===== config.mk =====
export PLATFORM = sky130hd
export DESIGN_NAME = adcpf_core
export DESIGN_NICKNAME = d
export VERILOG_FILES = /design/src/design/adcpf_pkg.sv /design/src/design/adcpf_core.sv
export SDC_FILE = /design/constraint.sdc
export NUM_CORES = 1
export LEC_CHECK = 0
export BUFFER_PORTS_ARGS = -buffer_cell sky130_fd_sc_hd__buf_2
export CORE_ASPECT_RATIO = 1.5
export CORE_MARGIN = 8
export CORE_UTILIZATION = 58
export CTS_BUF_LIST = sky130_fd_sc_hd__clkbuf_16
export CTS_CLUSTER_DIAMETER = 40
export DETAILED_ROUTE_END_ITERATION = 12
export PLACE_DENSITY = 0.9
export SETUP_SLACK_MARGIN = 0.05
export SLEW_MARGIN = 20
export SYNTH_ARGS = -nofsm -noshare
export SYNTH_HDL_FRONTEND = slang
export SYNTH_SLANG_ARGS = --single-unit

===== constraint.sdc =====
create_clock -name sys_clk -period 3.8 [get_ports sys_clk]
set_input_delay 0.19 -clock sys_clk [delete_from_list [all_inputs] [get_ports sys_clk]]
set_output_delay 0.19 -clock sys_clk [all_outputs]
set_load 0.02 [all_outputs]

===== src/design/adcpf_pkg.sv =====
/*
  Constants, register map and types for the converter control block.
  Assumes an 8-bit internal bus with 16-bit byte addresses.
*/
package adcpf_pkg;

  ////////////////////////////////////////////////////////////////////////////
  // Register addresses
  localparam logic [15:0] ADDR_MODE      = 16'hFF98;
  localparam logic [15:0] ADDR_CHAN      = 16'hFF99;
  localparam logic [15:0] ADDR_CMP_MODE  = 16'hFF9A;
  localparam logic [15:0] ADDR_THRESHOLD = 16'hFF9B;
  localparam logic [15:0] ADDR_RESULT    = 16'hFF9F;

  localparam logic [7:0]  REG_RESET      = 8'h00;
  localparam logic [7:0]  RDATA_UNMAPPED = 8'h00;

  ////////////////////////////////////////////////////////////////////////////
  // Field positions
  localparam int RUN_BIT      = 7;
  localparam int TSEL_HI      = 5;
  localparam int TSEL_LO      = 3;
  localparam int CHAN_HI      = 2;
  localparam int CMP_EN_BIT   = 7;
  localparam int CMP_POL_BIT  = 6;

  ////////////////////////////////////////////////////////////////////////////
  // Conversion timing in main clock cycles
  localparam logic [2:0] TSEL_144 = 3'h0;
  localparam logic [2:0] TSEL_120 = 3'h1;
  localparam logic [2:0] TSEL_96  = 3'h2;
  localparam logic [2:0] TSEL_288 = 3'h4;
  localparam logic [2:0] TSEL_240 = 3'h5;
  localparam logic [2:0] TSEL_192 = 3'h6;

  localparam int CONV_CYC_144 = 144;
  localparam int CONV_CYC_120 = 120;
  localparam int CONV_CYC_96  = 96;
  localparam int CONV_CYC_288 = 288;
  localparam int CONV_CYC_240 = 240;
  localparam int CONV_CYC_192 = 192;

  // Conversion split into equal units: sampling units then one per bit
  localparam int            UNITS_PER_CONV = 12;
  localparam int            SAMPLE_UNITS   = 4;
  localparam logic [3:0]    STEP_SAMPLE_LAST = 4'(SAMPLE_UNITS - 1);
  localparam logic [3:0]    STEP_LAST        = 4'(UNITS_PER_CONV - 1);
  localparam logic [3:0]    STEP_ZERO        = 4'h0;
  localparam logic [4:0]    CYC_ZERO         = 5'h00;
  localparam logic [7:0]    SAR_MSB_TRIAL    = 8'h80;

  ////////////////////////////////////////////////////////////////////////////
  // Sequencer states
  typedef enum logic [1:0] {
    ST_IDLE    = 2'b00,
    ST_SAMPLE  = 2'b01,
    ST_CONVERT = 2'b11
  } adcpf_state_t;

  // Cycles per unit for a time select code; prohibited codes run as 144
  function automatic logic [4:0] adcpf_unit_len(input logic [2:0] tsel);
    logic [4:0] len;
    len = 5'(CONV_CYC_144 / UNITS_PER_CONV);
    case (tsel)
      TSEL_120: len = 5'(CONV_CYC_120 / UNITS_PER_CONV);
      TSEL_96:  len = 5'(CONV_CYC_96  / UNITS_PER_CONV);
      TSEL_288: len = 5'(CONV_CYC_288 / UNITS_PER_CONV);
      TSEL_240: len = 5'(CONV_CYC_240 / UNITS_PER_CONV);
      TSEL_192: len = 5'(CONV_CYC_192 / UNITS_PER_CONV);
      default:  len = 5'(CONV_CYC_144 / UNITS_PER_CONV);
    endcase
    return len;
  endfunction

endpackage


===== src/design/adcpf_core.sv =====
/*
  Control logic of an 8-bit successive-approximation converter with five
  inputs and a threshold comparator for power-fail detection.
  Assumes an analog front end: channel mux, sample-and-hold, a tap voltage
  set by the trial code and a comparator whose decision arrives unsynchronised.
*/
`timescale 1ns/1ps

// What this block does
// RQ1: Time code selects 96..288 cycle conversion length
// RQ2: Software keeps conversion time at least 14us
// RQ3: Software writes zero to mode bits 0-2,6
// RQ4: Channel codes 0-4 select analog inputs 0-4
// RQ5: Compare enable bit picks plain or compare
// RQ6: Polarity: irq on >= threshold or < threshold
// RQ7: Software zeroes compare bits 0-5; reset clears
// RQ8: Writable 8-bit threshold, reset to zero
// RQ9: Sample fixed period, then hold until done
// RQ10: After eight steps latch result, raise irq
// RQ11: First result after start is undefined
// RQ12: Conversions repeat back to back while running
// RQ13: Mode or channel write restarts conversion
// RQ14: Run bit cleared stops conversion immediately
// RQ15: Reset clears result, mode and channel registers
// RQ16: Compare off: every conversion raises the irq
// RQ17: Compare on: first conversion irq suppressed
// RQ18: Result read wins over simultaneous update
// RQ19: Mode or channel write at conversion end drops update, irq
// RQ20: One bit per step, most significant first
// RQ21: Done irq is a single-clock pulse
module adcpf_core
  import adcpf_pkg::*;
(
  // Clock, reset, enable
  input  wire logic       sys_clk,
  input  wire logic       nrst,
  input  wire logic       clk_en,
  // Internal bus
  input  wire logic [15:0] bus_addr,
  input  wire logic        bus_wr,
  input  wire logic        bus_rd,
  input  wire logic [7:0]  bus_wdata,
  output logic      [7:0]  bus_rdata,
  // Analog front end
  input  wire logic        cmp_in,
  output logic      [2:0]  channel_sel,
  output logic             sample_en,
  output logic      [7:0]  dac_trial_code,
  output logic             conv_active,
  // Interrupt
  output logic             conversion_done_irq
);

  ////////////////////////////////////////////////////////////////////////////
  // Declarations
  logic [7:0]   conversion_mode_reg;
  logic [7:0]   input_select_reg;
  logic [7:0]   compare_mode_reg;
  logic [7:0]   compare_threshold;
  logic [7:0]   conversion_result;
  logic [7:0]   successive_approx_reg;
  adcpf_state_t state_reg;
  logic [3:0]   step_reg;
  logic [4:0]   cyc_reg;
  logic         first_reg;
  logic         cmp_s1_reg;
  logic         cmp_s2_reg;
  logic         cmp_s3_reg;
  logic         cmp_reg;
  logic         mode_wr;
  logic         chan_wr;
  logic         thr_wr;
  logic         cmpm_wr;
  logic         restart;
  logic         run_next;
  logic [4:0]   unit_len;
  logic         unit_end;
  logic [2:0]   bit_pos;
  logic         conv_done;
  logic [7:0]   result_next;
  logic         cmp_hit;
  logic         irq_next;

  ////////////////////////////////////////////////////////////////////////////
  // Write decode
  assign mode_wr  = bus_wr && (bus_addr == ADDR_MODE);
  assign chan_wr  = bus_wr && (bus_addr == ADDR_CHAN);
  assign cmpm_wr  = bus_wr && (bus_addr == ADDR_CMP_MODE);
  assign thr_wr   = bus_wr && (bus_addr == ADDR_THRESHOLD);
  assign restart  = mode_wr || chan_wr;                                    // [RQ13]
  assign run_next = mode_wr ? bus_wdata[RUN_BIT] : conversion_mode_reg[RUN_BIT];

  ////////////////////////////////////////////////////////////////////////////
  // Control registers
  always_ff @(posedge sys_clk or negedge nrst) begin
    if (!nrst) begin
      conversion_mode_reg <= REG_RESET;                                    // [RQ15]
      input_select_reg    <= REG_RESET;                                    // [RQ15]
      compare_mode_reg    <= REG_RESET;                                    // [RQ7]
      compare_threshold   <= REG_RESET;                                    // [RQ8]
    end else if (clk_en) begin
      if (mode_wr) begin
        conversion_mode_reg <= bus_wdata;
      end
      if (chan_wr) begin
        input_select_reg <= bus_wdata;
      end
      if (cmpm_wr) begin
        compare_mode_reg <= bus_wdata;
      end
      if (thr_wr) begin
        compare_threshold <= bus_wdata;                                    // [RQ8]
      end
    end
  end

  ////////////////////////////////////////////////////////////////////////////
  // Comparator decision synchroniser
  always_ff @(posedge sys_clk or negedge nrst) begin
    if (!nrst) begin
      cmp_s1_reg <= 1'b0;
      cmp_s2_reg <= 1'b0;
      cmp_s3_reg <= 1'b0;
      cmp_reg    <= 1'b0;
    end else if (clk_en) begin
      cmp_s1_reg <= cmp_in;
      cmp_s2_reg <= cmp_s1_reg;
      cmp_s3_reg <= cmp_s2_reg;
      if (cmp_s2_reg == cmp_s3_reg) begin
        cmp_reg <= cmp_s3_reg;
      end
    end
  end

  ////////////////////////////////////////////////////////////////////////////
  // Step timing
  assign unit_len    = adcpf_unit_len(conversion_mode_reg[TSEL_HI:TSEL_LO]); // [RQ1]
  assign unit_end    = (cyc_reg == unit_len - 5'h01);
  assign bit_pos     = 3'(STEP_LAST - step_reg);                            // [RQ20]
  assign conv_done   = (state_reg == ST_CONVERT) && unit_end && (step_reg == STEP_LAST);
  assign result_next = {successive_approx_reg[7:1], cmp_reg};
  assign cmp_hit     = compare_mode_reg[CMP_POL_BIT] ?
                       (result_next <  compare_threshold) :
                       (result_next >= compare_threshold);                  // [RQ6]
  assign irq_next    = !compare_mode_reg[CMP_EN_BIT] ||                     // [RQ5] [RQ16]
                       (cmp_hit && !first_reg);                             // [RQ17]

  ////////////////////////////////////////////////////////////////////////////
  // Conversion sequencer
  always_ff @(posedge sys_clk or negedge nrst) begin
    if (!nrst) begin
      state_reg             <= ST_IDLE;
      step_reg              <= STEP_ZERO;
      cyc_reg               <= CYC_ZERO;
      successive_approx_reg <= REG_RESET;
      sample_en             <= 1'b0;
      conv_active           <= 1'b0;
      first_reg             <= 1'b0;
    end else if (clk_en) begin
      if (restart) begin
        step_reg              <= STEP_ZERO;
        cyc_reg               <= CYC_ZERO;
        successive_approx_reg <= REG_RESET;
        if (run_next) begin
          state_reg   <= ST_SAMPLE;                                        // [RQ13]
          sample_en   <= 1'b1;
          conv_active <= 1'b1;
          if (mode_wr && !conversion_mode_reg[RUN_BIT]) begin
            first_reg <= 1'b1;                                             // [RQ11]
          end
        end else begin
          state_reg   <= ST_IDLE;                                          // [RQ14]
          sample_en   <= 1'b0;
          conv_active <= 1'b0;
        end
      end else begin
        unique case (state_reg)
          ST_IDLE: begin
            cyc_reg <= CYC_ZERO;
          end
          ST_SAMPLE: begin
            if (unit_end) begin
              cyc_reg  <= CYC_ZERO;
              step_reg <= step_reg + 4'h1;
              if (step_reg == STEP_SAMPLE_LAST) begin
                state_reg             <= ST_CONVERT;                       // [RQ9]
                sample_en             <= 1'b0;                             // [RQ9]
                successive_approx_reg <= SAR_MSB_TRIAL;                    // [RQ20]
              end
            end else begin
              cyc_reg <= cyc_reg + 5'h01;
            end
          end
          ST_CONVERT: begin
            if (unit_end) begin
              cyc_reg <= CYC_ZERO;
              successive_approx_reg[bit_pos] <= cmp_reg;                   // [RQ20]
              if (step_reg == STEP_LAST) begin
                state_reg <= ST_SAMPLE;                                    // [RQ12]
                sample_en <= 1'b1;
                step_reg  <= STEP_ZERO;
                first_reg <= 1'b0;
              end else begin
                step_reg <= step_reg + 4'h1;
                successive_approx_reg[bit_pos - 3'h1] <= 1'b1;             // [RQ20]
              end
            end else begin
              cyc_reg <= cyc_reg + 5'h01;
            end
          end
          default: begin
            state_reg <= ST_IDLE;
          end
        endcase
      end
    end
  end

  ////////////////////////////////////////////////////////////////////////////
  // Result latch and interrupt pulse
  always_ff @(posedge sys_clk or negedge nrst) begin
    if (!nrst) begin
      conversion_result   <= REG_RESET;                                    // [RQ15]
      conversion_done_irq <= 1'b0;
    end else if (clk_en) begin
      conversion_done_irq <= 1'b0;                                         // [RQ21]
      if (conv_done && !restart) begin                                     // [RQ19]
        conversion_result   <= result_next;                                // [RQ10]
        conversion_done_irq <= irq_next;                                   // [RQ10]
      end
    end
  end

  ////////////////////////////////////////////////////////////////////////////
  // Read-back; a read sees the value held before any same-cycle update
  always_ff @(posedge sys_clk or negedge nrst) begin
    if (!nrst) begin
      bus_rdata <= REG_RESET;
    end else if (clk_en && bus_rd) begin
      unique case (bus_addr)
        ADDR_MODE:      bus_rdata <= conversion_mode_reg;
        ADDR_CHAN:      bus_rdata <= input_select_reg;
        ADDR_CMP_MODE:  bus_rdata <= compare_mode_reg;
        ADDR_THRESHOLD: bus_rdata <= compare_threshold;
        ADDR_RESULT:    bus_rdata <= conversion_result;                    // [RQ18]
        default:        bus_rdata <= RDATA_UNMAPPED;
      endcase
    end
  end

  always_ff @(posedge sys_clk or negedge nrst) begin
    if (!nrst) begin
      channel_sel <= 3'h0;
    end else if (clk_en) begin
      channel_sel <= input_select_reg[CHAN_HI:0];                          // [RQ4]
    end
  end

  assign dac_trial_code = successive_approx_reg;
endmodule


* Word-level counts from Yosys, hierarchy flattened
Cells that the tools add are included.
** Storage, ports and cells
- Bits in registers :: 78
- Logic and storage cells :: 136
- Output and inout bits :: 22
- Input port bits :: 30
** Operators by class
- Reductions and logical operators :: 38
- Bitwise operators :: 1
- Muxes and demuxes :: 44
- Equal/unequal tests :: 23
- Order comparisons :: 6
- $add $sub $neg :: 5
** Operators by type and width (count)
- $eq 16x16->1 const B :: 5
- $mux 8 :: 5
- $pmux 8 s5 :: 1
- $pmux 5 s5 :: 1
- $mux 1 :: 18
- $reduce_and 6->1 :: 3
- $mux 4 :: 4
- $pmux 8 s2 :: 1
- $reduce_and 2->1 :: 8
- $logic_and 1x1->1 :: 12
- $mux 2 :: 5
- $mux 5 :: 2
- $pmux 5 s2 :: 1
- $eq 3x3->1 const B :: 3
- $ne 3x3->1 const B :: 3
- $bwmux 8 :: 1
- $ge 8x8->1 :: 1
- $lt 3x4->1 const B :: 2
- $lt 8x8->1 :: 1
- $or 8x8->8 :: 1
- $pmux 4 s2 :: 1
- $demux 1 s3 :: 2
- $ge 3x1->1 const B :: 2
- $pmux 2 s3 :: 1
- 25 further kinds :: 33

* Logic depth before layout (Yosys ltp)
Gate-level depths: netlist (run 1).
- Word-level depth :: 11
- Gate-level depth with buffers :: 11
- Gate-level depth less buffers :: 9

* Worst setup path after synthesis (run 1)
OpenSTA, ideal clock, no wires.
- Path type :: register -> register
- Start point :: register conversion_mode_reg[4]
- End point :: register successive_approx_reg[4], in the netlist dac_trial_code[4]
- Buffers on the path :: 2
- Period minus slack after synthesis :: 2268 ps
- Library setup time :: 130 ps
- Data required time :: 3670 ps
- Slack :: 1532 ps
- Data arrival time :: 2138 ps
- Stages on the path, launching flop included :: 12
- Cells stage by stage :: dfrtp_1 > clkbuf_2 > nor2_1 > nand2_1 > ha_1 > xnor2_1 > nand3_1 > a211o_1 > o21ai_2 > and2_1 > clkbuf_2 > a21boi_0
** Between the ends
- Word-level cells in the longest chain between the ends :: 6
- Elaborated cells on any way between the ends :: 11
- Classes of those cells :: 1 x add/sub; 8 x eq/ne; 1 x mux; 1 x reduce/logical
** RTL lines
- from (decl) :: line adcpf_core.sv:56 : logic [7:0] conversion_mode_reg;
- from (signal assigned) :: line adcpf_core.sv:103 : conversion_mode_reg <= bus_wdata;
- $eq 3x3->1 (tied with other cells) :: line adcpf_pkg.sv:64 : case (tsel)
- $pmux 5 s5 (*) :: line adcpf_pkg.sv:64
- $sub 5x1->5 (*) :: line adcpf_core.sv:138 : assign unit_end = (cyc_reg == unit_len - 5'h01);
- $eq 5x5->1 (*) :: line adcpf_core.sv:138
- $ne 3x3->1 (no source line)
- $reduce_and 5->1 (no source line) (*)
- to (signal, indexed assignment) :: line adcpf_core.sv:197 : successive_approx_reg[bit_pos] <= cmp_reg;
- to (decl) :: line adcpf_core.sv:61 : logic [7:0] successive_approx_reg;
Every way passes the cells marked *; elsewhere a longest branch is shown, timed or not.
A chain may end at the register's enable or synchronous reset.

* Worst setup path in the final report (run 1)
- Start point :: register conversion_mode_reg[4]
- End point :: register successive_approx_reg[0], in the netlist dac_trial_code[0]
The elaborated chain is that of the path after synthesis.

==> results.yml, run 1 <==
logic_synthesis:
  yosysUniqueCellTypes: 64
  synth_area_um2: 4230
  avgSynthCellArea_um2: 10.8
  syn_nets: 433
  async_reset_ff_share_pct: 100
  synthFlopType: "dfrtp_1"
  synth_seq_cells: 78
  seq_area_frac_synth_pct: 46.1
  yosysWarningCount: 0
  syn_inst: 392
  synth_edf_count: 0
clocking:
  cts_buffer_depth: 2
  htree_levels: 3
  cts_setup_buffers: 0
  clk_pin_slew_ns: 0.06
  clock_latency_ns: 0.34
  cts_tree: "done"
  cts_buffers: 9
  hold_buffers: 0
  cts-root-buf: "clkbuf_16"
  cts_resized: 0
  cts.sinks: 78
routing:
  vias_per_cell: 6.28
  drt_iter0_markers: 255
  wl_per_cell_um: 19.9
  antenna_left: 0
  dr.pass1.iters: 5
  drc_errors: 0
  num_vias: 3396
  wirelength_um: 10800
place:
  place.gp.congestion: 0.874
  numPortBuffers: 51
  dp.final_hpwl_um: 7710
flow_run:
  maxCapViolCount: 0
setup_path:
  worstPathMaxFanout: 10
  worstPathRequired_ns: 4.01
  crit_path_end_kind: "flop"
  cp_data_arrival_time_ns: 2.78
  startpoint_type: "flop"
  r2r_setup_slack_ns: 1.22
  path_class: "flop to flop"
outcome:
  violations: "hold timing"
  outcome: "complete, but fails checks"
global_route:
  grt_pass1_vias: 3588
  grtUsageTotal_pct: 22.4
  grt-ovfl-total: 0
  grt_pass1_wl_um: 18100
  antenna_found_initial: 0
  grt_max_degree: 79
floorplan:
  pin_count: 52
  die_x_um: 85.7
  rows: 38
  die_area_um2: 10300
  initial_utilization_pct: 58.9
  core_um2: 7180
  die_y_um: 121
power_and_ir_drop:
  peakVddDrop_v: 0.000279
  leakagePower_nw: 2.34
  swShare_pct: 22.1
  p_switching_uw: 409
  p_per_area_nw_per_um2: 381
  p_total_mw: 1.85
  p_seq_share_pct: 46.3
  combPwrFrac_pct: 4.6
  intPower_mw: 1.44
  p_clk_share_pct: 49.1
sta:
  rsz0062_at_grt: "false"
  setup_tns_ns: 0
  tightest_slew_ns: 0.946
  relSlewSlack_pct: 37.0
  setup_viol: 0
  min_period_ns: 2.58
  fmax_mhz: 388
  hold_violations: 2
  period_share_pct: 67.8
  hold_slack_ns: -0.00190
  worst_clock_skew_ns: 0.00681
  final_max_slew_viol_count: 0
layout:
  drive_gt1_share_pct: 27.9
  antennaDiodeCount: 0
  layout.nets: 477
  post-route-util_pct: 67.5
  syn2layout_area_growth_pct: 14.6
hold_path:
  worst_hold_path_type: "input pin to async pin"
-- critical path, stage by stage, from the launching register on --
cell     delay, ns
dfrtp_1       0.46
nor2_1        0.19
nand2_1       0.08
ha_1          0.22
xnor2_1       0.20
nand3_1       0.14
a211o_1       0.32
o21ai_2       0.37
and2_1        0.35
a21oi_1       0.12
-- cells in the mapped netlist, drive strengths merged, types with 4 or more instances --
library cell	count	area (um2)
a21oi	19	95.1
a221oi	8	70.1
a31oi	5	31.3
and3	4	25.0
buf	6	33.8
clkbuf	12	47.6
dfrtp	78	1950
ha	11	138
inv	14	52.6
mux2	47	589
mux2i	10	100
nand2	34	128
nand2b	4	25.0
nand3	11	55.1
nand4	8	65.1
nor2	20	75.1
nor3	6	35.0
o21ai	28	144
o2bb2ai	9	78.8
o41ai	4	35.0
xnor2	4	35.0
-- metrics by stage --
step	instances	worst slack (ns)	cell area [um2]
after detailed placement	525	1.26	4530
final	541	1.22	4850
after global placement	525	1.41	4530
after CTS	541	1.24	4850
after floorplan	392	1.53	4230
after global routing	541	0.977	4850
-- final timing paths --
check	from	end	cells past startpoint
min reg2reg	bus_rdata[3]$_DFFE_PN0P_	bus_rdata[3]$_DFFE_PN0P_	2
min in group sys_clk	cmp_in	cmp_s1_reg$_DFFE_PN0P_	2
max	conversion_mode_reg[4]$_DFFE_PN0P_	dac_trial_code[0]$_DFFE_PN0P_	9
max reg2reg	conversion_mode_reg[4]$_DFFE_PN0P_	dac_trial_code[0]$_DFFE_PN0P_	9
min	nrst	compare_mode_reg[3]$_DFFE_PN0P_	1
max in group asynchronous	nrst	dac_trial_code[2]$_DFFE_PN0P_	1
-- power groups by stage --
stage / Sequential, mW / Combinational, mW / Clock [mW]
floorplan: 0.859 / 0.0458 / 0
global placement: 0.869 / 0.0819 / 0
detailed placement: 0.870 / 0.0840 / 0
CTS: 0.855 / 0.0846 / 0.914
global route: 0.856 / 0.0961 / 0.949
finish: 0.855 / 0.0844 / 0.908
-- cell usage in the layout, fill, tap and decap left out, types with 3 or more instances in the layout --
cell,count
a21oi_1,19
a221oi_1,8
a31oi_1,5
and3_1,4
buf_2,50
clkbuf_16,9
dfrtp_1,78
ha_1,11
inv_1,15
mux2_2,31
mux2_4,16
mux2i_1,10
nand2_1,34
nand2b_1,4
nand3_1,11
nand4_1,7
nor2_1,20
nor3_1,5
o21ai_0,25
o2bb2ai_1,9
o31ai_1,3
o41ai_1,4
or2_2,3
xnor2_1,4
xor2_1,3
-- final cells by class --
| cell class | count | area [um2] |
|---|---|---|
| Fill cell | 519 | 2330 |
| Multi-Input combinational cell | 281 | 2140 |
| Sequential cell | 78 | 1950 |
| Timing Repair Buffer | 51 | 258 |
| Clock buffer | 9 | 225 |
| Tap cell | 100 | 125 |
| Clock inverter | 7 | 90.1 |
| Inverter | 15 | 56.3 |
-- layer usage --
| metal | vias to the layer above | track usage [%] | wire length, um |
|---|---|---|---|
| li1 | 1542 | - | - |
| met1 | 1649 | 23.7 | 3930 |
| met2 | 168 | 38.9 | 5650 |
| met3 | 37 | 5.64 | 741 |
| met4 | 0 | 14.1 | 452 |
| met5 | - | 0 | 0 |
-- logic make-up (layout without fill, tap and decap cells) --
family,after synthesis,count (layout),share of synthesized area (%)
AND/OR/NAND/NOR,110,110,14.4
multiplexers,57,57,16.3
buffers and inverters,33,82,3.25
adder cells (fa/ha/maj),11,11,3.25
AO/OA/AOI/OAI,96,96,15.2
flip-flops,78,78,46.1
XOR/XNOR,7,7,1.45
No activity file was read; power rests on OpenSTA's default activity.
==> inputs of run 2 (changes only) <==
CORE_UTILIZATION = 53   (was 58)
PLACE_DENSITY = 0.87   (was 0.9)
clock period = 2.31 ns   (was 3.8 ns; I/O delays follow)
==> results.yml, run 2 (same netlist as run 1, synthesis figures left out) <==
clocking:
  cts.sinks: 78
  cts_tree: "done"
  clk_pin_slew_ns: 0.06
  htree_levels: 3
  cts_buffers: 9
  cts-root-buf: "clkbuf_16"
  clock_latency_ns: 0.34
  cts_buffer_depth: 2
global_route:
  grt-ovfl-total: 0
  top_usage_layer: "met2"
  antenna_found_initial: 0
  use_met1_pct: 22.1
  grtUsageTotal_pct: 20.8
  grt_pass1_vias: 3723
  grtUsageMet2_pct: 35.6
  grt_use_met3_pct: 3.61
  grt_pass1_wl_um: 17900
  grt_max_degree: 79
sta:
  setup_viol: 0
  min_period_ns: 2.21
  worst_clock_skew_ns: 0.00716
  period_share_pct: 95.8
  hold_violations: 0
  rsz0062_at_grt: "true"
  final_max_slew_viol_count: 0
  fin_ws_ns: 0.0968
  setup_tns_ns: 0
  fmax_mhz: 452
  tightest_slew_ns: 0.460
  relSlewSlack_pct: 69.2
floorplan:
  core_um2: 7860
  die_y_um: 125
  die_x_um: 89.0
  rows: 40
  die_area_um2: 11200
  initial_utilization_pct: 53.9
  pin_count: 52
place:
  numPortBuffers: 51
  dp.final_hpwl_um: 8090
  preCtsSetupSlack_ns: -0.0155
  dpl.cell_count: 552
  place.gp.congestion: 0.933
hold_path:
  worst_hold_path_type: "input pin to flop"
power_and_ir_drop:
  peakVddDrop_v: 0.000392
  leakagePower_nw: 2.47
  p_per_area_nw_per_um2: 574
  p_total_mw: 2.93
layout:
  filler_cell_count: 561
  layout_common_cells: "dfrtp_1 (78), buf_2 (50), nand2_1 (34)"
  final_common_cell: "dfrtp_1"
  antennaDiodeCount: 0
  multi_input_area_um2: 2240
  register_area_um2: 1950
  layout.nets: 502
  stdcell_count: 571
  drive_gt1_share_pct: 33.5
  syn2layout_area_growth_pct: 20.9
setup_path:
  startpoint_type: "flop"
  path_class: "flop to flop"
  worstPathMaxFanout: 6
  cp_data_arrival_time_ns: 2.48
  worstPathRequired_ns: 2.58
  crit_path_end_kind: "flop"
routing:
  dr.pass1.iters: 5
  wirelength_um: 11400
  antenna_left: 0
  wl_per_cell_um: 19.9
  drc_errors: 0
  num_vias: 3609
  vias_per_cell: 6.32
  drt_iter0_markers: 215
outcome:
  outcome: "complete, no violations"
flow_run:
  maxCapViolCount: 0
[run 2: critical path: stages (launching register included)]
cell,delay (ns)
dfrtp_1,0.42
nor2_4,0.15
nand2_1,0.10
ha_4,0.18
xnor2_2,0.17
nand3_2,0.12
a211o_1,0.34
o21ai_4,0.19
buf_6,0.15
and3_4,0.19
a2bb2oi_2,0.12
[run 2: power by group]
part | switching [mW] | internal, mW
Clock | 0.543 | 0.819
Sequential | 0.0100 | 1.38
Combinational | 0.119 | 0.0609
Total | 0.673 | 2.26
[run 2: layout make-up]
type	count	area share, %
Clock buffer	9	4.40
Clock inverter	7	1.12
Inverter	15	1.10
Multi-Input combinational cell	282	43.7
Sequential cell	78	38.2
Tap cell	105	2.57
Timing Repair Buffer	75	8.93
[run 2: timing repair]
item	4_1_cts	5_1_grt
hold endpoints to repair	78	0
gates resized for setup	5	12
buffers inserted	1	0
gates cloned	0	1
setup endpoints to repair	18	26
hold buffers	1	0
pin swaps	1	5
[run 2: path summary, 6_finish.rpt]
| check | from | to | slack [ns] | cells past startpoint |
|---|---|---|---|---|
| setup / recovery | conversion_mode_reg[4]$_DFFE_PN0P_ | dac_trial_code[2]$_DFFE_PN0P_ | 0.1 | 10 |
| hold / removal | cmp_in | cmp_s1_reg$_DFFE_PN0P_ | 0.01 | 2 |
| setup reg to reg | conversion_mode_reg[4]$_DFFE_PN0P_ | dac_trial_code[2]$_DFFE_PN0P_ | 0.1 | 10 |
| hold reg to reg | bus_rdata[0]$_DFFE_PN0P_ | bus_rdata[0]$_DFFE_PN0P_ | 0.47 | 2 |
| max in group asynchronous | nrst | dac_trial_code[2]$_DFFE_PN0P_ | 1.65 | 3 |
| min in group asynchronous | nrst | bus_rdata[3]$_DFFE_PN0P_ | 0.33 | 3 |
[run 2: through the flow]
| step | util, % | cell area [um2] | hold WS [ns] |
|---|---|---|---|
| floorplan | - | 4240 | -0.180 |
| global placement | 60.1 | 4720 | 0.162 |
| detailed placement | 60.1 | 4720 | 0.165 |
| CTS | 64.2 | 5040 | 0.00759 |
| global route | 65.1 | 5120 | 0.0190 |
| finish | 65.1 | 5120 | 0.0135 |
[run 2: layer usage]
metal | share of wire, % | vias up | wire length [um]
met2 | 53 | 165 | 6080
met4 | 5.0 | 0 | 571
met3 | 6.1 | 46 | 695
met5 | 0 | - | 0
met1 | 35 | 1793 | 4030
li1 | - | 1605 | -
